**src/design/rtcia_pkg.sv**
```systemverilog
// Purpose: Shared constants for the clock unit's indirect access port and timebase.
// Assumes: Byte-wide special function register bus, one system clock.
// Notes:   Internal addresses are four bits wide.
package rtcia_pkg;
  // ------------------------------------------------------------
  // Host register addresses and fields
  // ------------------------------------------------------------
  localparam logic [7:0] SFR_ADDR_REG  = 8'hAC;
  localparam logic [7:0] SFR_DATA_REG  = 8'hAD;
  localparam logic [7:0] ADDR_RESET    = 8'h00;
  localparam logic [7:0] DATA_RESET    = 8'h00;
  localparam int         BUSY_BIT      = 7;
  localparam int         AUTO_READ_ENABLE_BIT    = 6;
  localparam int         UNUSED_BIT    = 5;
  localparam int         SHORT_BIT     = 4;
  localparam int         ADDR_MSB      = 3;
  // ------------------------------------------------------------
  // Internal register map
  // ------------------------------------------------------------
  localparam logic [3:0] IA_CAPTURE0   = 4'h0;
  localparam logic [3:0] IA_CAPTURE3   = 4'h3;
  localparam logic [3:0] IA_CONTROL    = 4'h4;
  localparam logic [3:0] IA_OSC_CTRL   = 4'h5;
  localparam logic [3:0] IA_LOAD_CAP   = 4'h6;
  localparam logic [3:0] IA_PIN_CTRL   = 4'h7;
  localparam logic [3:0] IA_ALARM0     = 4'h8;
  localparam logic [3:0] IA_ALARM3     = 4'hB;
  // Control register fields
  localparam int         CTL_POWER     = 7;
  localparam int         CTL_MISSCLK   = 6;
  localparam int         CTL_OSC_FAILURE_FLAG   = 5;
  localparam int         CTL_CAPTURE   = 1;
  localparam int         CTL_SET       = 0;
  // Oscillator control, load capacitor and pin control fields
  localparam int         OSC_GAIN      = 7;
  localparam int         OSC_CRYSTAL_MODE_SELECT     = 6;
  localparam int         OSC_BIAS2     = 5;
  localparam int         OSC_VALID     = 4;
  localparam int         OSC_LFO       = 3;
  localparam int         LCAP_READY    = 7;
  localparam int         PIN_SHORT     = 0;
  // ------------------------------------------------------------
  // Timing and timer
  // ------------------------------------------------------------
  localparam logic [2:0] STROBE_NORMAL = 3'h7;
  localparam logic [2:0] STROBE_SHORT  = 3'h6;
  localparam logic [2:0] CNT_ONE       = 3'h1;
  localparam logic [31:0] TICK_STEP    = 32'h0000_0001;
  localparam logic [31:0] LFO_STEP     = 32'h0000_0002;
  localparam logic [3:0] ADDR_STEP     = 4'h1;
  localparam int         SYNC_BITS     = 5;

  typedef enum logic {
    RTCIA_IDLE = 1'b0,
    RTCIA_XFER = 1'b1
  } rtcia_state_t;
endpackage

```
**src/design/rtcia_sync.sv**
```systemverilog
// Purpose: Two-stage synchroniser for a group of level inputs.
// Assumes: Each bit is independent; no bus coherence is kept.
// Notes:   Stage one feeds stage two only.
`timescale 1ns/1ps
module rtcia_sync #(
  parameter int WIDTH = 1
) (
  input  wire logic             sys_clk,
  input  wire logic             reset_n,
  input  wire logic [WIDTH-1:0] async_in,
  output logic      [WIDTH-1:0] sync_out
);
  logic [WIDTH-1:0] meta;

  always_ff @(posedge sys_clk or negedge reset_n) begin
    if (!reset_n) begin
      meta     <= '0;
      sync_out <= '0;
    end else begin
      meta     <= async_in;
      sync_out <= meta;
    end
  end
endmodule

```
**src/design/rtcia_top.sv**
```systemverilog
// Purpose: Indirect access port and timebase selection of a low-power clock unit.
// Assumes: Host bus strobes are one-cycle pulses on sys_clk; oscillator pins are asynchronous.
// Notes:   Host writes arriving while a transfer is running are dropped.
`timescale 1ns/1ps
module rtcia_top (
  input  wire logic       sys_clk,
  input  wire logic       reset_n,
  input  wire logic [7:0] sfr_addr,
  input  wire logic       sfr_wr,
  input  wire logic       sfr_rd,
  input  wire logic [7:0] sfr_wdata,
  output logic      [7:0] sfr_rdata,
  input  wire logic       osc_clk_in,
  input  wire logic       lfo_clk_in,
  input  wire logic       clock_valid_in,
  input  wire logic       load_cap_ready_in,
  input  wire logic       osc_fail_in,
  output logic            osc_power_enable,
  output logic            crystal_mode_select,
  output logic            gain_control_enable,
  output logic            bias_double_enable,
  output logic            low_freq_osc_enable,
  output logic      [3:0] load_cap_config,
  output logic            pin_short_control,
  output logic            missing_clock_enable,
  output logic     [31:0] timer_value
);
  // ------------------------------------------------------------
  // Pin synchronisers
  // ------------------------------------------------------------
  logic [rtcia_pkg::SYNC_BITS-1:0] pins_sync;
  logic                            osc_s;
  logic                            lfo_s;
  logic                            valid_s;
  logic                            ready_s;
  logic                            fail_s;
  logic                            tb_prev;

  rtcia_sync #(.WIDTH(rtcia_pkg::SYNC_BITS)) u_sync (
    .sys_clk  (sys_clk),
    .reset_n  (reset_n),
    .async_in ({osc_clk_in, lfo_clk_in, clock_valid_in, load_cap_ready_in, osc_fail_in}),
    .sync_out (pins_sync)
  );

  assign {osc_s, lfo_s, valid_s, ready_s, fail_s} = pins_sync;

  // ------------------------------------------------------------
  // Host registers and transfer engine
  // ------------------------------------------------------------
  rtcia_pkg::rtcia_state_t state;
  logic       auto_read_enable;
  logic       short_strobe;
  logic [3:0] int_addr;
  logic [7:0] data_reg;
  logic       op_write;
  logic [2:0] count;
  logic       busy;
  logic       done;
  logic       addr_wr;
  logic       data_wr;
  logic       data_rd;
  logic       launch;
  logic       launch_write;
  logic       launch_short;
  logic       auto_range;
  logic [7:0] int_rdata;

  assign busy         = (state == rtcia_pkg::RTCIA_XFER);
  assign done         = busy && (count == rtcia_pkg::CNT_ONE);
  assign addr_wr      = sfr_wr && (sfr_addr == rtcia_pkg::SFR_ADDR_REG) && !busy;
  assign data_wr      = sfr_wr && (sfr_addr == rtcia_pkg::SFR_DATA_REG) && !busy;
  assign data_rd      = sfr_rd && (sfr_addr == rtcia_pkg::SFR_DATA_REG) && !busy;
  assign launch_write = data_wr;
  assign launch       = (addr_wr && sfr_wdata[rtcia_pkg::BUSY_BIT])
                      || launch_write
                      || (data_rd && auto_read_enable);
  assign launch_short = addr_wr ? sfr_wdata[rtcia_pkg::SHORT_BIT] : short_strobe;
  assign auto_range   = (int_addr <= rtcia_pkg::IA_CAPTURE3)
                      || ((int_addr >= rtcia_pkg::IA_ALARM0) && (int_addr <= rtcia_pkg::IA_ALARM3));

  always_ff @(posedge sys_clk or negedge reset_n) begin
    if (!reset_n) begin
      state    <= rtcia_pkg::RTCIA_IDLE;
      count    <= '0;
      op_write <= 1'b0;
    end else if (launch) begin
      state    <= rtcia_pkg::RTCIA_XFER;
      count    <= launch_short ? rtcia_pkg::STROBE_SHORT : rtcia_pkg::STROBE_NORMAL;
      op_write <= launch_write;
    end else if (done) begin
      state <= rtcia_pkg::RTCIA_IDLE;
      count <= '0;
    end else if (busy) begin
      count <= count - rtcia_pkg::CNT_ONE;
    end
  end

  // Bit 5 has no storage, so it cannot read back anything but zero
  always_ff @(posedge sys_clk or negedge reset_n) begin
    if (!reset_n) begin
      auto_read_enable <= rtcia_pkg::ADDR_RESET[rtcia_pkg::AUTO_READ_ENABLE_BIT];
      short_strobe     <= rtcia_pkg::ADDR_RESET[rtcia_pkg::SHORT_BIT];
      int_addr         <= rtcia_pkg::ADDR_RESET[rtcia_pkg::ADDR_MSB:0];
    end else if (addr_wr) begin
      auto_read_enable <= sfr_wdata[rtcia_pkg::AUTO_READ_ENABLE_BIT];
      short_strobe     <= sfr_wdata[rtcia_pkg::SHORT_BIT];
      int_addr         <= sfr_wdata[rtcia_pkg::ADDR_MSB:0];
    end else if (done && auto_range) begin
      int_addr <= int_addr + rtcia_pkg::ADDR_STEP;
    end
  end

  always_ff @(posedge sys_clk or negedge reset_n) begin
    if (!reset_n) begin
      data_reg <= rtcia_pkg::DATA_RESET;
    end else if (data_wr) begin
      data_reg <= sfr_wdata;
    end else if (done && !op_write) begin
      data_reg <= int_rdata;
    end
  end

  always_comb begin
    sfr_rdata = 8'h00;
    if (sfr_addr == rtcia_pkg::SFR_ADDR_REG) begin
      sfr_rdata = {busy, auto_read_enable, 1'b0, short_strobe, int_addr};
    end else if (sfr_addr == rtcia_pkg::SFR_DATA_REG) begin
      sfr_rdata = data_reg;
    end
  end

  // ------------------------------------------------------------
  // Internal clock registers
  // ------------------------------------------------------------
  logic [7:0]  capture [4];
  logic [7:0]  alarm   [4];
  logic        osc_fail_flag;
  logic        int_wr;
  logic        cap_req;
  logic        set_req;
  logic        tick;
  logic [31:0] timer_step;

  assign int_wr  = done && op_write;
  assign cap_req = int_wr && (int_addr == rtcia_pkg::IA_CONTROL) && data_reg[rtcia_pkg::CTL_CAPTURE];
  assign set_req = int_wr && (int_addr == rtcia_pkg::IA_CONTROL) && data_reg[rtcia_pkg::CTL_SET];

  always_comb begin
    int_rdata = 8'h00;
    if (int_addr <= rtcia_pkg::IA_CAPTURE3) begin
      int_rdata = capture[int_addr[1:0]];
    end else if ((int_addr >= rtcia_pkg::IA_ALARM0) && (int_addr <= rtcia_pkg::IA_ALARM3)) begin
      int_rdata = alarm[int_addr[1:0]];
    end else if (int_addr == rtcia_pkg::IA_CONTROL) begin
      int_rdata[rtcia_pkg::CTL_POWER]   = osc_power_enable;
      int_rdata[rtcia_pkg::CTL_MISSCLK] = missing_clock_enable;
      int_rdata[rtcia_pkg::CTL_OSC_FAILURE_FLAG] = osc_fail_flag;
    end else if (int_addr == rtcia_pkg::IA_OSC_CTRL) begin
      int_rdata[rtcia_pkg::OSC_GAIN]  = gain_control_enable;
      int_rdata[rtcia_pkg::OSC_CRYSTAL_MODE_SELECT] = crystal_mode_select;
      int_rdata[rtcia_pkg::OSC_BIAS2] = bias_double_enable;
      int_rdata[rtcia_pkg::OSC_VALID] = valid_s;
      int_rdata[rtcia_pkg::OSC_LFO]   = low_freq_osc_enable;
    end else if (int_addr == rtcia_pkg::IA_LOAD_CAP) begin
      int_rdata = {ready_s, 3'b000, load_cap_config};
    end else if (int_addr == rtcia_pkg::IA_PIN_CTRL) begin
      int_rdata[rtcia_pkg::PIN_SHORT] = pin_short_control;
    end
  end

  always_ff @(posedge sys_clk or negedge reset_n) begin
    if (!reset_n) begin
      osc_power_enable     <= 1'b0;
      missing_clock_enable <= 1'b0;
      gain_control_enable  <= 1'b0;
      crystal_mode_select  <= 1'b0;
      bias_double_enable   <= 1'b0;
      low_freq_osc_enable  <= 1'b0;
      load_cap_config      <= '0;
      pin_short_control    <= 1'b0;
    end else if (int_wr) begin
      if (int_addr == rtcia_pkg::IA_CONTROL) begin
        osc_power_enable     <= data_reg[rtcia_pkg::CTL_POWER];
        missing_clock_enable <= data_reg[rtcia_pkg::CTL_MISSCLK];
      end
      if (int_addr == rtcia_pkg::IA_OSC_CTRL) begin
        gain_control_enable <= data_reg[rtcia_pkg::OSC_GAIN];
        crystal_mode_select <= data_reg[rtcia_pkg::OSC_CRYSTAL_MODE_SELECT];
        bias_double_enable  <= data_reg[rtcia_pkg::OSC_BIAS2];
        low_freq_osc_enable <= data_reg[rtcia_pkg::OSC_LFO];
      end
      if (int_addr == rtcia_pkg::IA_LOAD_CAP) begin
        load_cap_config <= data_reg[3:0];
      end
      if (int_addr == rtcia_pkg::IA_PIN_CTRL) begin
        pin_short_control <= data_reg[rtcia_pkg::PIN_SHORT];
      end
    end
  end

  // Failure is sticky; a new failure beats a clear in the same cycle
  always_ff @(posedge sys_clk or negedge reset_n) begin
    if (!reset_n) begin
      osc_fail_flag <= 1'b0;
    end else if (fail_s && missing_clock_enable) begin
      osc_fail_flag <= 1'b1;
    end else if (int_wr && (int_addr == rtcia_pkg::IA_CONTROL) && !data_reg[rtcia_pkg::CTL_OSC_FAILURE_FLAG]) begin
      osc_fail_flag <= 1'b0;
    end
  end

  always_ff @(posedge sys_clk or negedge reset_n) begin
    if (!reset_n) begin
      capture <= '{default: 8'h00};
      alarm   <= '{default: 8'h00};
    end else if (cap_req) begin
      capture <= '{timer_value[7:0], timer_value[15:8], timer_value[23:16], timer_value[31:24]};
    end else if (int_wr && (int_addr <= rtcia_pkg::IA_CAPTURE3)) begin
      capture[int_addr[1:0]] <= data_reg;
    end else if (int_wr && (int_addr >= rtcia_pkg::IA_ALARM0) && (int_addr <= rtcia_pkg::IA_ALARM3)) begin
      alarm[int_addr[1:0]] <= data_reg;
    end
  end

  // ------------------------------------------------------------
  // Timebase selection and timer
  // ------------------------------------------------------------
  logic tb_sel;

  // No validity gating: an enabled source counts from its first edge
  assign tb_sel     = low_freq_osc_enable ? lfo_s : osc_s;
  assign tick       = tb_sel && !tb_prev && (low_freq_osc_enable || osc_power_enable);
  assign timer_step = low_freq_osc_enable ? rtcia_pkg::LFO_STEP : rtcia_pkg::TICK_STEP;

  always_ff @(posedge sys_clk or negedge reset_n) begin
    if (!reset_n) begin
      tb_prev <= 1'b0;
    end else begin
      tb_prev <= tb_sel;
    end
  end

  always_ff @(posedge sys_clk or negedge reset_n) begin
    if (!reset_n) begin
      timer_value <= '0;
    end else if (set_req) begin
      timer_value <= {capture[3], capture[2], capture[1], capture[0]};
    end else if (tick) begin
      timer_value <= timer_value + timer_step;
    end
  end

  // ------------------------------------------------------------
  // Checks
  // ------------------------------------------------------------
  a_busy_normal_len: assert property (@(posedge sys_clk) disable iff (!reset_n)
    launch && !launch_short |=> busy [*7] ##1 !busy) else $error("normal access not 7 cycles");
  a_busy_short_len: assert property (@(posedge sys_clk) disable iff (!reset_n)
    launch && launch_short |=> busy [*6] ##1 !busy) else $error("short access not 6 cycles");
  a_bit5_zero: assert property (@(posedge sys_clk) disable iff (!reset_n)
    sfr_addr == rtcia_pkg::SFR_ADDR_REG |-> !sfr_rdata[rtcia_pkg::UNUSED_BIT]) else $error("bit 5 not zero");
  a_busy_reads_back: assert property (@(posedge sys_clk) disable iff (!reset_n)
    addr_wr && sfr_wdata[rtcia_pkg::BUSY_BIT] |=> sfr_addr != rtcia_pkg::SFR_ADDR_REG
    || sfr_rdata[rtcia_pkg::BUSY_BIT]) else $error("busy not shown after read start");
  a_addr_incr: assert property (@(posedge sys_clk) disable iff (!reset_n)
    done && auto_range |=> int_addr == 4'($past(int_addr) + rtcia_pkg::ADDR_STEP)) else $error("no increment");
  a_addr_keep: assert property (@(posedge sys_clk) disable iff (!reset_n)
    done && !auto_range |=> $stable(int_addr)) else $error("address moved");
  a_read_fetch: assert property (@(posedge sys_clk) disable iff (!reset_n)
    done && !op_write |=> data_reg == $past(int_rdata)) else $error("read byte not loaded");
  a_data_hold: assert property (@(posedge sys_clk) disable iff (!reset_n)
    !busy && !data_wr |=> $stable(data_reg)) else $error("data changed while idle");
  a_auto_read: assert property (@(posedge sys_clk) disable iff (!reset_n)
    data_rd && auto_read_enable |=> busy && !op_write) else $error("auto read not started");
  a_write_start: assert property (@(posedge sys_clk) disable iff (!reset_n)
    data_wr && !short_strobe |=> busy && op_write ##6 int_wr) else $error("write not carried out");
  a_lfo_double: assert property (@(posedge sys_clk) disable iff (!reset_n)
    tick && !set_req && low_freq_osc_enable |=> timer_value == $past(timer_value) + rtcia_pkg::LFO_STEP)
    else $error("low frequency tick did not add two");

  // ------------------------------------------------------------
  // Further checks
  // ------------------------------------------------------------
  a_write_short: assert property (@(posedge sys_clk) disable iff (!reset_n)
    data_wr && short_strobe |=> busy && op_write ##5 int_wr) else $error("short write not carried out");
  a_idle_count: assert property (@(posedge sys_clk) disable iff (!reset_n)
    !busy |-> count == '0) else $error("counter running while idle");
  a_cfg_hold: assert property (@(posedge sys_clk) disable iff (!reset_n)
    busy |=> $stable({auto_read_enable, short_strobe})) else $error("address fields changed while busy");

  a_busy_view: assert property (@(posedge sys_clk) disable iff (!reset_n)
    sfr_addr == rtcia_pkg::SFR_ADDR_REG |-> sfr_rdata[rtcia_pkg::BUSY_BIT] == busy) else $error("busy bit wrong");
  a_auto_taken: assert property (@(posedge sys_clk) disable iff (!reset_n)
    addr_wr |=> auto_read_enable == $past(sfr_wdata[rtcia_pkg::AUTO_READ_ENABLE_BIT])) else $error("auto read bit not taken");
  a_auto_off: assert property (@(posedge sys_clk) disable iff (!reset_n)
    data_rd && !auto_read_enable |=> !busy) else $error("read started with auto read off");
  a_short_taken: assert property (@(posedge sys_clk) disable iff (!reset_n)
    addr_wr |=> short_strobe == $past(sfr_wdata[rtcia_pkg::SHORT_BIT])) else $error("short bit not taken");
  a_data_taken: assert property (@(posedge sys_clk) disable iff (!reset_n)
    data_wr |=> data_reg == $past(sfr_wdata)) else $error("data byte not taken");

  // A failure seen in the clearing cycle must survive the clear
  a_fail_wins: assert property (@(posedge sys_clk) disable iff (!reset_n)
    fail_s && missing_clock_enable |=> osc_fail_flag) else $error("oscillator failure lost");
  a_bias_write: assert property (@(posedge sys_clk) disable iff (!reset_n)
    int_wr && int_addr == rtcia_pkg::IA_OSC_CTRL |=> bias_double_enable == $past(data_reg[rtcia_pkg::OSC_BIAS2]))
    else $error("bias double not written");
  a_pin_short: assert property (@(posedge sys_clk) disable iff (!reset_n)
    int_wr && int_addr == rtcia_pkg::IA_PIN_CTRL |=> pin_short_control == $past(data_reg[rtcia_pkg::PIN_SHORT]))
    else $error("pin short not written");
  a_lfo_write: assert property (@(posedge sys_clk) disable iff (!reset_n)
    int_wr && int_addr == rtcia_pkg::IA_OSC_CTRL |=> low_freq_osc_enable == $past(data_reg[rtcia_pkg::OSC_LFO]))
    else $error("low frequency enable not written");

  a_osc_single: assert property (@(posedge sys_clk) disable iff (!reset_n)
    tick && !set_req && !low_freq_osc_enable |=> timer_value == $past(timer_value) + rtcia_pkg::TICK_STEP)
    else $error("oscillator tick did not add one");
  a_timer_hold: assert property (@(posedge sys_clk) disable iff (!reset_n)
    !tick && !set_req |=> $stable(timer_value)) else $error("timer moved without a tick");
endmodule

```
**config.mk**
```make
export PLATFORM = sky130hd
export DESIGN_NAME = rtcia_top
export DESIGN_NICKNAME = d
export VERILOG_FILES = /design/src/design/rtcia_pkg.sv /design/src/design/rtcia_sync.sv /design/src/design/rtcia_top.sv
export SDC_FILE = /design/constraint.sdc
export NUM_CORES = 1
export LEC_CHECK = 0
export BUFFER_PORTS_ARGS = -buffer_cell sky130_fd_sc_hd__buf_2
export CORE_MARGIN = 3
export CORE_UTILIZATION = 40
export DETAILED_ROUTE_END_ITERATION = 7
export HOLD_SLACK_MARGIN = 0.1
export MAX_ROUTING_LAYER = met4
export SLEW_MARGIN = 40
export SYNTH_ARGS = -nofsm -noshare
export SYNTH_HDL_FRONTEND = slang
export SYNTH_SLANG_ARGS = --single-unit
```
**constraint.sdc**
```tcl
create_clock -name sys_clk -period 4.2 [get_ports sys_clk]
set_input_delay 0.84 -clock sys_clk [delete_from_list [all_inputs] [get_ports sys_clk]]
set_output_delay 0.84 -clock sys_clk [all_outputs]
set_load 0.02 [all_outputs]
```
==> summary.txt, run 1 <==
Route
  – Remaining antenna violation count: 0
  – Mean number of vias per cell: 5.72
  – WL final: 20.2 mm
  – DRC: 0
  – WL/cell: 20.5 um
  – 1st-iter DRT viols: 475
  – Vias: 5632
  – Drt pass-1 iters: 5

Floorplan
  – # rows: 48
  – Core area: 17400 um^2
  – Die Y-Extent: 139 um
  – Die area: 19400 um^2
  – Die width: 139 um
  – Initial Utilization: 41.0%
  – Number of I/O pins: 76

Clock tree
  – TritonCTS buffer count: 17
  – Post-CTS resize count: 0
  – Worst-path clk slew: 0.06 ns
  – CTS Root Cell: clkbuf_16
  – Clock tree buffer depth: 2
  – CTS H-tree depth: 4
  – Clk_lat worst skew: 0.43 ns
  – Clock sinks: 138
  – Setup Fix Bufs, Post-CTS: 0
  – CTS tree: yes
  – Hold-fix buffers at CTS: 0

Setup path
  – Worst setup EP type: flip-flop
  – Crit path launch: low_freq_osc_enable
  – Crit path required time: 4.51 ns
  – Crit path kind: flip-flop to flip-flop
  – FF-to-FF path depth: 9
  – Arrival @ worst endpoint: 3.16 ns
  – Reg2reg end: timer_value[8]
  – R2R Setup Slk: 1.35 ns
  – Worst flop-to-flop path startpoint: low_freq_osc_enable
  – Startpoint types: flip-flop
  – Crit path capture: timer_value[8]
  – Max FO, Critical Path: 8

Timing
  – RSZ-0062 raised after global routing: no
  – Final Hold Vio Count: 0
  – Total negative setup slack: 0 ns
  – Final Skew: 0.00804 ns
  – Setup WS post-layout: 1.35 ns
  – Fmax: 0.350 GHz
  – Slew margin rel.: 47.2%
  – Final period util: 67.9%
  – Final setup fails: 0
  – Final Critical Period: 2.85 ns
  – Worst slew pin tran: 0.785 ns
  – Final Slew Violations: 0

Final layout
  – Area occupied by multi-input gates: 3420 um^2
  – FF/Latch Area: 3450 um^2
  – Top Registers: alarm (32), capture (32), timer_value (32)
  – Synth-to-Final Area Change: 16.4%
  – Commonest non-fill, non-tap cells in the layout: dfrtp_1 (138), nand2_1 (112), buf_2 (74), o21ai_0 (67), mux2_2 (43)
  – Ant. Diodes: 0
  – Layout Cells excl Fill: 985
  – Commonest non-fill, non-tap cell in the layout: dfrtp_1
  – Fin area: 8270 um^2
  – Nets: 782
  – Fill count: 1611
  – Share of layout cells above drive strength 1: 24.9%

Global route
  – First-pass GRT wire length: 32.4 mm
  – Total grt overflow: 0
  – Vias in the first global route: 5646
  – Largest net degree at the start of global routing: 70
  – Antenna violations before repair: 0
  – Gr usage total: 21.9%

Logic synthesis
  – Async S/R FF share, synth: 100%
  – Share of the synthesized area in the top cell type: 48.6%
  – Ys flop type: dfrtp_1
  – Post-synth cell types: 56
  – Syn Nets: 723
  – Seq/Total Area, Yosys: 48.6%
  – Mean Syn Cell Area: 10.3 um^2
  – Syn. warnings: 0
  – Post-synth EDFFs: 0
  – Top cells by area, synth: dfrtp_1 (49%), mux2_2 (6.8%), nand2_1 (5.9%), mux4_2 (5.1%), o21ai_0 (4.7%)
  – Post-synthesis cell area: 7110 um^2
  – Register bit total from synthesis: 138
  – Post-Syn Instances: 688
  – Cell taking the most area after synthesis: dfrtp_1

Placement
  – Placed insts: 953
  – Dpl cell area: 7680 um^2
  – Post-DP HPWL: 14.0 mm
  – Worst slack, placed: 1.37 ns
  – Routability congestion estimate: 0.881
  – Port bufs: 75

Pwr
  – Pwr dens: 388 nW/um^2
  – Peak supply drop: 244 uV
  – Leakage power: 3.88 nW
  – Tot Pwr: 0.00321 W

Status
  – Status: finished, final reports clean

Worst hold path
  – Hold Crit Depth: 0
  – Worst Hold Class: flip-flop to flip-flop

Job
  – Maxcap violations: 0
per-layer routing:
| layer | GRT usage (%) | up-vias | part of all wire, % |
|---|---|---|---|
| li1 | - | 2587 | - |
| met3 | 3.85 | 27 | 6.7 |
| met1 | 30.0 | 2784 | 44 |
| met2 | 33.4 | 234 | 47 |
| met4 | 7.11 | 0 | 2.2 |
| met5 | - | - | 0 |
per-stage QoR:
stage / hold slack, ns / utilization [%]
after global routing: 0.355 / 47.7
after global placement: 0.335 / 44.3
after floorplan: 0.331 / -
final: 0.347 / 47.7
after detailed placement: 0.335 / 44.3
after CTS: 0.349 / 47.7
synth_stat cells (12+ instances only):
cell type and n:
dfrtp_1 138, nand3_1 23, o21ai_0 67, nand4_1 17, mux4_2 16, mux2i_1 30
xor2_1 19, a31oi_1 12, nand2_1 112, nor2_1 36, mux2_2 43, a21oi_1 23
inv_1 14, clkbuf_1 38
area by class of cell:
class	count	share of cell area (%)
timing repair buffer	87	5.70
multi-input combinational	488	41.4
inverter	15	0.680
sequential	138	41.7
tap	225	3.40
clock inverter	15	1.98
clock buffer	17	5.14
power by group:
group	internal (W)	switching (W)	total [W]
registers	0.00137	0.000113	0.00148
clock network	0.000883	0.000616	0.00150
logic	0.0000896	0.000136	0.000225
how the worst min path moves through the flow:
stage                               from  slack [ns]                  to
after floorplan           u_sync.meta[0]        0.33  u_sync.sync_out[0]
after global placement    u_sync.meta[0]        0.33  u_sync.sync_out[0]
after detailed placement  u_sync.meta[3]        0.33  u_sync.sync_out[3]
after CTS                 u_sync.meta[3]        0.35  u_sync.sync_out[3]
after global routing      u_sync.meta[3]        0.35  u_sync.sync_out[3]
final                     u_sync.meta[3]        0.35  u_sync.sync_out[3]
worst max-delay path, stage by stage, from the launching register on:
cell and delay (ns):
dfrtp_1 0.47, inv_1 0.14, ha_1 0.17, inv_1 0.05
fa_1 0.37, nand3b_1 0.23, a2111oi_2 0.75, nand2_1 0.15
xnor2_1 0.15, mux2_2 0.26
cells by family (layout without fill, tap and decap cells):
logic type	Yosys count	after routing	share of synthesized area, %
AO/OA/AOI/OAI	131	131	11.0
XOR/XNOR	24	24	2.96
adder cells (fa/ha/maj)	10	10	1.87
buffers and inverters	62	134	3.45
flip-flops	138	138	48.6
multiplexers	90	90	16.3
AND/OR/NAND/NOR	233	233	15.9
No activity file was read; power rests on OpenSTA's default activity.
==> run 2: changes to the inputs <==
Clock period 4.2 ns to 2.75 ns, I/O delays scaled along.
==> run 2 against run 1 <==
Fmax grew 13%. Final cell count rose by 1.3%. Die area unchanged. Setup slack lost 1.1 ns. Clock skew decreased by 0.0010 ns. Design area up 2.1%. Combinational power increased by 65%. Sequential power is 52% higher. Clock power up 57%. Critical path depth up 1. Utilization up 0.98 points. Largest power group unchanged.
==> summary.txt, run 2 (synthesis gave the netlist of run 1 again) <==
Status
  – Status: finished, final reports clean (unchanged)

Placement
  – Port bufs: 75 (unchanged)
  – Worst slack, placed: 0.241 ns (was 1.37 ns)
  – Post-DP HPWL: 14.3 mm (was 14.0 mm)
  – Routability congestion estimate: 0.902 (was 0.881)

Timing
  – Total negative setup slack: 0 ns (unchanged)
  – Setup WS post-layout: 0.214 ns (was 1.35 ns)
  – RSZ-0062 raised after global routing: no (unchanged)
  – Worst slew pin tran: 0.720 ns (was 0.785 ns)
  – Final Skew: 0.00700 ns (was 0.00804 ns)
  – Final Hold Vio Count: 0 (unchanged)
  – Final Slew Violations: 0 (unchanged)
  – Final period util: 92.2% (was 67.9%)
  – Fmax: 0.394 GHz (was 0.350 GHz)
  – Final Critical Period: 2.54 ns (was 2.85 ns)
  – Slew margin rel.: 51.6% (was 47.2%)
  – Final setup fails: 0 (unchanged)

Setup path
  – Max FO, Critical Path: 4 (was 8)
  – Worst setup EP type: flip-flop (unchanged)
  – R2R Setup Slk: 0.21 ns (was 1.35 ns)
  – Arrival @ worst endpoint: 2.87 ns (was 3.16 ns)
  – Worst flop-to-flop path startpoint: low_freq_osc_enable (unchanged)
  – Crit path kind: flip-flop to flip-flop (unchanged)
  – Startpoint types: flip-flop (unchanged)
  – FF-to-FF path depth: 10 (was 9)
  – Crit path required time: 3.09 ns (was 4.51 ns)
  – Reg2reg end: timer_value[16] (was timer_value[8])

Route
  – Remaining antenna violation count: 0 (unchanged)
  – Mean number of vias per cell: 5.82 (was 5.72)
  – 1st-iter DRT viols: 595 (was 475)
  – Vias: 5808 (was 5632)
  – WL final: 20.5 mm (was 20.2 mm)
  – Drt pass-1 iters: 5 (unchanged)
  – WL/cell: 20.5 um (about the same)
  – DRC: 0 (unchanged)

Floorplan
  – Core area: 17400 um^2 (unchanged)
  – # rows: 48 (unchanged)
  – Die area: 19400 um^2 (unchanged)
  – Die width: 139 um (unchanged)
  – Die Y-Extent: 139 um (unchanged)
  – Number of I/O pins: 76 (unchanged)
  – Initial Utilization: 41.0% (unchanged)

Final layout
  – Commonest non-fill, non-tap cells in the layout: dfrtp_1 (138), nand2_1 (112), buf_2 (74), o21ai_0 (67), mux2_2 (43) (unchanged)
  – Share of layout cells above drive strength 1: 25.9% (was 24.9%)
  – Commonest non-fill, non-tap cell in the layout: dfrtp_1 (unchanged)
  – Synth-to-Final Area Change: 18.8% (was 16.4%)
  – Ant. Diodes: 0 (unchanged)
  – Top Registers: alarm (32), capture (32), timer_value (32) (unchanged)
  – Nets: 796 (was 782)

Clock tree
  – CTS tree: yes (unchanged)
  – Clock sinks: 138 (unchanged)
  – CTS H-tree depth: 4 (unchanged)
  – CTS Root Cell: clkbuf_16 (unchanged)
  – Clk_lat worst skew: 0.43 ns (about the same)
  – TritonCTS buffer count: 17 (unchanged)
  – Post-CTS resize count: 0 (unchanged)
  – Worst-path clk slew: 0.06 ns (about the same)
  – Setup Fix Bufs, Post-CTS: 0 (unchanged)
  – Hold-fix buffers at CTS: 0 (unchanged)
  – Clock tree buffer depth: 2 (unchanged)

Pwr
  – Peak supply drop: 377 uV (was 244 uV)
  – Pwr dens: 589 nW/um^2 (was 388 nW/um^2)
  – Leakage power: 3.97 nW (was 3.88 nW)

Worst hold path
  – Worst Hold Class: input port to async pin (was flip-flop to flip-flop)

Job
  – Maxcap violations: 0 (unchanged)

Global route
  – Antenna violations before repair: 0 (unchanged)
  – First-pass GRT wire length: 32.8 mm (was 32.4 mm)
  – Vias in the first global route: 5781 (was 5646)
  – Gr usage total: 22.2% (was 21.9%)
  – Total grt overflow: 0 (unchanged)
  – Largest net degree at the start of global routing: 69 (was 70)
-- run 2: cell count changes in the layout (fill, tap and decap cells not counted), moves of 2 or more --
| cell | before | now |
|---|---|---|
| buf_4 | 12 | 22 |
| clkbuf_8 | 0 | 2 |
| buf_12 | 0 | 4 |
| clkbuf_1 | 0 | 2 |
| inv_6 | 5 | 0 |
-- run 2: final cells by class --
class                      instances  area, um^2
clock buffer                      21         460
clock inverter                    10         144
fill                            1601        8910
inverter                          15        56.3
multi-input combinational        488        3420
sequential                       138        3450
tap                              225         282
timing repair buffer             101         627
-- run 2: worst max-delay path by stage --
stage,cells past startpoint,from,end,slack [ns]
global route,9,low_freq_osc_enable,timer_value[26],0.05
detailed placement,10,low_freq_osc_enable,timer_value[16],0.24
floorplan,9,low_freq_osc_enable,timer_value[24],0.21
global placement,10,low_freq_osc_enable,timer_value[16],0.31
CTS,10,low_freq_osc_enable,timer_value[16],0.23
finish,10,low_freq_osc_enable,timer_value[16],0.21
-- run 2: critical path: stages, from the launching register on --
cell and delay [ns]:
dfrtp_1 0.37, inv_1 0.11, ha_1 0.18, inv_1 0.05, fa_1 0.37, nand3b_1 0.23
a2111oi_2 0.49, buf_4 0.22, nand4_1 0.11, xor2_1 0.16, o21ai_0 0.16
-- run 2: report_power, final --
group          leakage [nW]  switching [W]  total, W  internal [W]
sequential             1.88       0.000158   0.00225       0.00209
clock                 0.285       0.000879   0.00235       0.00147
combinational          1.80       0.000223  0.000372      0.000150
total                  3.97        0.00126   0.00497       0.00371
-- run 2: per-layer routing --
| layer | routed length, um | track usage, % | vias to the layer above |
|---|---|---|---|
| li1 | - | - | 2607 |
| met1 | 9060 | 30.8 | 2931 |
| met2 | 9350 | 32.4 | 227 |
| met3 | 1450 | 4.30 | 43 |
| met4 | 615 | 8.34 | 0 |
| met5 | 0 | - | - |
-- run 2: through the flow --
step / util [%] / std cells / hold slack, ns / area, um^2 / total power (W)
after global placement: 45.2 / 967 / 0.332 / 7840 / 0.00264
after CTS: 48.7 / 998 / 0.160 / 8440 / 0.00500
after floorplan: - / 688 / 0.254 / 7110 / 0.00244
after detailed placement: 45.2 / 967 / 0.336 / 7840 / 0.00265
final: 48.7 / 998 / 0.105 / 8440 / 0.00497
after global routing: 48.7 / 998 / 0.162 / 8440 / 0.00516
==> run 3: changes to the inputs <==
Settings changed: CORE_ASPECT_RATIO set to 1.4.
==> run 3 against run 2 <==
Global-route usage is 1.1 points higher. Utilization is 0.13 points lower. Largest power group unchanged. Register-to-register slack improved by 0.03 ns.
==> summary.txt, run 3 (synthesis gave the netlist of run 1 again) <==
Worst hold path
  – Worst Hold Class: input port to async pin (unchanged)

Global route
  – Gr usage total: 23.3% (was 22.2%)
  – Antenna violations before repair: 0 (unchanged)
  – First-pass GRT wire length: 33.7 mm (was 32.8 mm)
  – Total grt overflow: 0 (unchanged)
  – Largest net degree at the start of global routing: 69 (unchanged)
  – Vias in the first global route: 5883 (was 5781)

Route
  – Drt pass-1 iters: 5 (unchanged)
  – Vias: 5704 (was 5808)
  – WL final: 21.4 mm (was 20.5 mm)
  – WL/cell: 21.3 um (was 20.5 um)
  – Remaining antenna violation count: 0 (unchanged)
  – DRC: 0 (unchanged)
  – 1st-iter DRT viols: 383 (was 595)
  – Mean number of vias per cell: 5.67 (was 5.82)

Clock tree
  – CTS H-tree depth: 4 (unchanged)
  – Hold-fix buffers at CTS: 0 (unchanged)
  – Post-CTS resize count: 0 (unchanged)
  – Clk_lat worst skew: 0.43 ns (about the same)
  – Worst-path clk slew: 0.06 ns (about the same)
  – Clock tree buffer depth: 2 (unchanged)
  – CTS tree: yes (unchanged)
  – Clock sinks: 138 (unchanged)
  – TritonCTS buffer count: 17 (unchanged)
  – CTS Root Cell: clkbuf_16 (unchanged)
  – Setup Fix Bufs, Post-CTS: 0 (unchanged)

Final layout
  – Share of layout cells above drive strength 1: 25.7% (was 25.9%)
  – Synth-to-Final Area Change: 18.8% (unchanged)
  – Fill count: 1661 (was 1601)
  – Ant. Diodes: 0 (unchanged)
  – Nets: 793 (was 796)
  – Commonest non-fill, non-tap cell in the layout: dfrtp_1 (unchanged)
  – Top Registers: alarm (32), capture (32), timer_value (32) (unchanged)
  – Commonest non-fill, non-tap cells in the layout: dfrtp_1 (138), nand2_1 (112), buf_2 (74), o21ai_0 (67), mux2_2 (43) (unchanged)

Placement
  – Post-DP HPWL: 15.3 mm (was 14.3 mm)
  – Routability congestion estimate: 0.941 (was 0.902)
  – Port bufs: 75 (unchanged)

Timing
  – Final Hold Vio Count: 0 (unchanged)
  – Hold_ws: 0.124 ns (was 0.105 ns)
  – Final Critical Period: 2.50 ns (was 2.54 ns)
  – Slew margin rel.: 50.1% (was 51.6%)
  – Worst slew pin tran: 0.749 ns (was 0.720 ns)
  – Final Skew: 0.0125 ns (was 0.00700 ns)
  – Final Slew Violations: 0 (unchanged)
  – Final period util: 91.0% (was 92.2%)
  – RSZ-0062 raised after global routing: no (unchanged)
  – Total negative setup slack: 0 ns (unchanged)
  – Final setup fails: 0 (unchanged)
  – Fmax: 0.400 GHz (was 0.394 GHz)

Floorplan
  – Die area: 19400 um^2 (about the same)
  – # rows: 57 (was 48)
  – Die width: 119 um (was 139 um)
  – Core area: 17400 um^2 (about the same)
  – Die Y-Extent: 164 um (was 139 um)
  – Initial Utilization: 40.9% (was 41.0%)
  – Number of I/O pins: 76 (unchanged)

Setup path
  – Crit path required time: 3.10 ns (was 3.09 ns)
  – Worst flop-to-flop path startpoint: low_freq_osc_enable (unchanged)
  – Arrival @ worst endpoint: 2.85 ns (was 2.87 ns)
  – Worst setup EP type: flip-flop (unchanged)
  – Startpoint types: flip-flop (unchanged)
  – Reg2reg end: timer_value[26] (was timer_value[16])
  – R2R Setup Slk: 0.25 ns (was 0.21 ns)
  – Crit path kind: flip-flop to flip-flop (unchanged)
  – Max FO, Critical Path: 9 (was 4)
  – FF-to-FF path depth: 9 (was 10)

Status
  – Status: finished, final reports clean (unchanged)

Pwr
  – Leakage power: 3.96 nW (was 3.97 nW)
  – Pwr dens: 600 nW/um^2 (was 589 nW/um^2)
  – Peak supply drop: 350 uV (was 377 uV)

Job
  – Maxcap violations: 0 (unchanged)
## run 3: power breakdown
group	switching, W	leakage [nW]	total, W	internal, W
sequential	0.000171	1.88	0.00226	0.00209
combinational	0.000220	1.78	0.000364	0.000143
clock	0.000882	0.295	0.00244	0.00156
total	0.00127	3.96	0.00507	0.00379
## run 3: worst max-delay path, stage by stage, from the launching register on
cell and delay, ns:
dfrtp_1 0.37, inv_1 0.10, ha_1 0.18, inv_1 0.05, fa_1 0.38, nand3b_1 0.24
a211oi_2 0.26, nand2_1 0.24, or3_1 0.41, a31oi_1 0.19
## run 3: how the worst max path moves through the flow
stage,cells after the start,end,slack [ns],startpoint
3_5_place_dp,6,count[0],0.23,sfr_addr[4]
4_1_cts,9,timer_value[26],0.23,low_freq_osc_enable
6_report,9,timer_value[26],0.25,low_freq_osc_enable
5_1_grt,9,timer_value[26],0.05,low_freq_osc_enable
3_3_place_gp,6,count[0],0.28,sfr_addr[4]
2_1_floorplan,9,timer_value[24],0.21,low_freq_osc_enable
## run 3: layout make-up
| cell class | instances | area, um^2 | area share [%] |
|---|---|---|---|
| multi-input combinational | 488 | 3420 | 40.5 |
| sequential | 138 | 3450 | 40.9 |
| inverter | 15 | 56.3 | 0.667 |
| tap | 236 | 295 | 3.50 |
| clock inverter | 11 | 169 | 2.00 |
| clock buffer | 20 | 457 | 5.41 |
| timing repair buffer | 98 | 592 | 7.01 |
## run 3: per-stage QoR
stage	worst slack (ns)	total power (W)	area, um^2	utilization (%)	cells
2_1_floorplan	0.210	0.00244	7110	-	688
3_3_place_gp	0.284	0.00265	7820	44.9	975
3_5_place_dp	0.231	0.00266	7820	44.9	975
4_1_cts	0.229	0.00509	8440	48.5	1006
5_1_grt	0.0540	0.00524	8440	48.5	1006
6_report	0.249	0.00507	8440	48.5	1006
## run 3: metal layers
layer  GRT usage (%)  wire length [um]  vias to the layer above
li1                -                 -                     2607
met1            26.2              8290                     2837
met2            39.8             11100                      207
met3            4.03              1010                       53
met4            12.1              1000                        0
met5               -                 0                        -
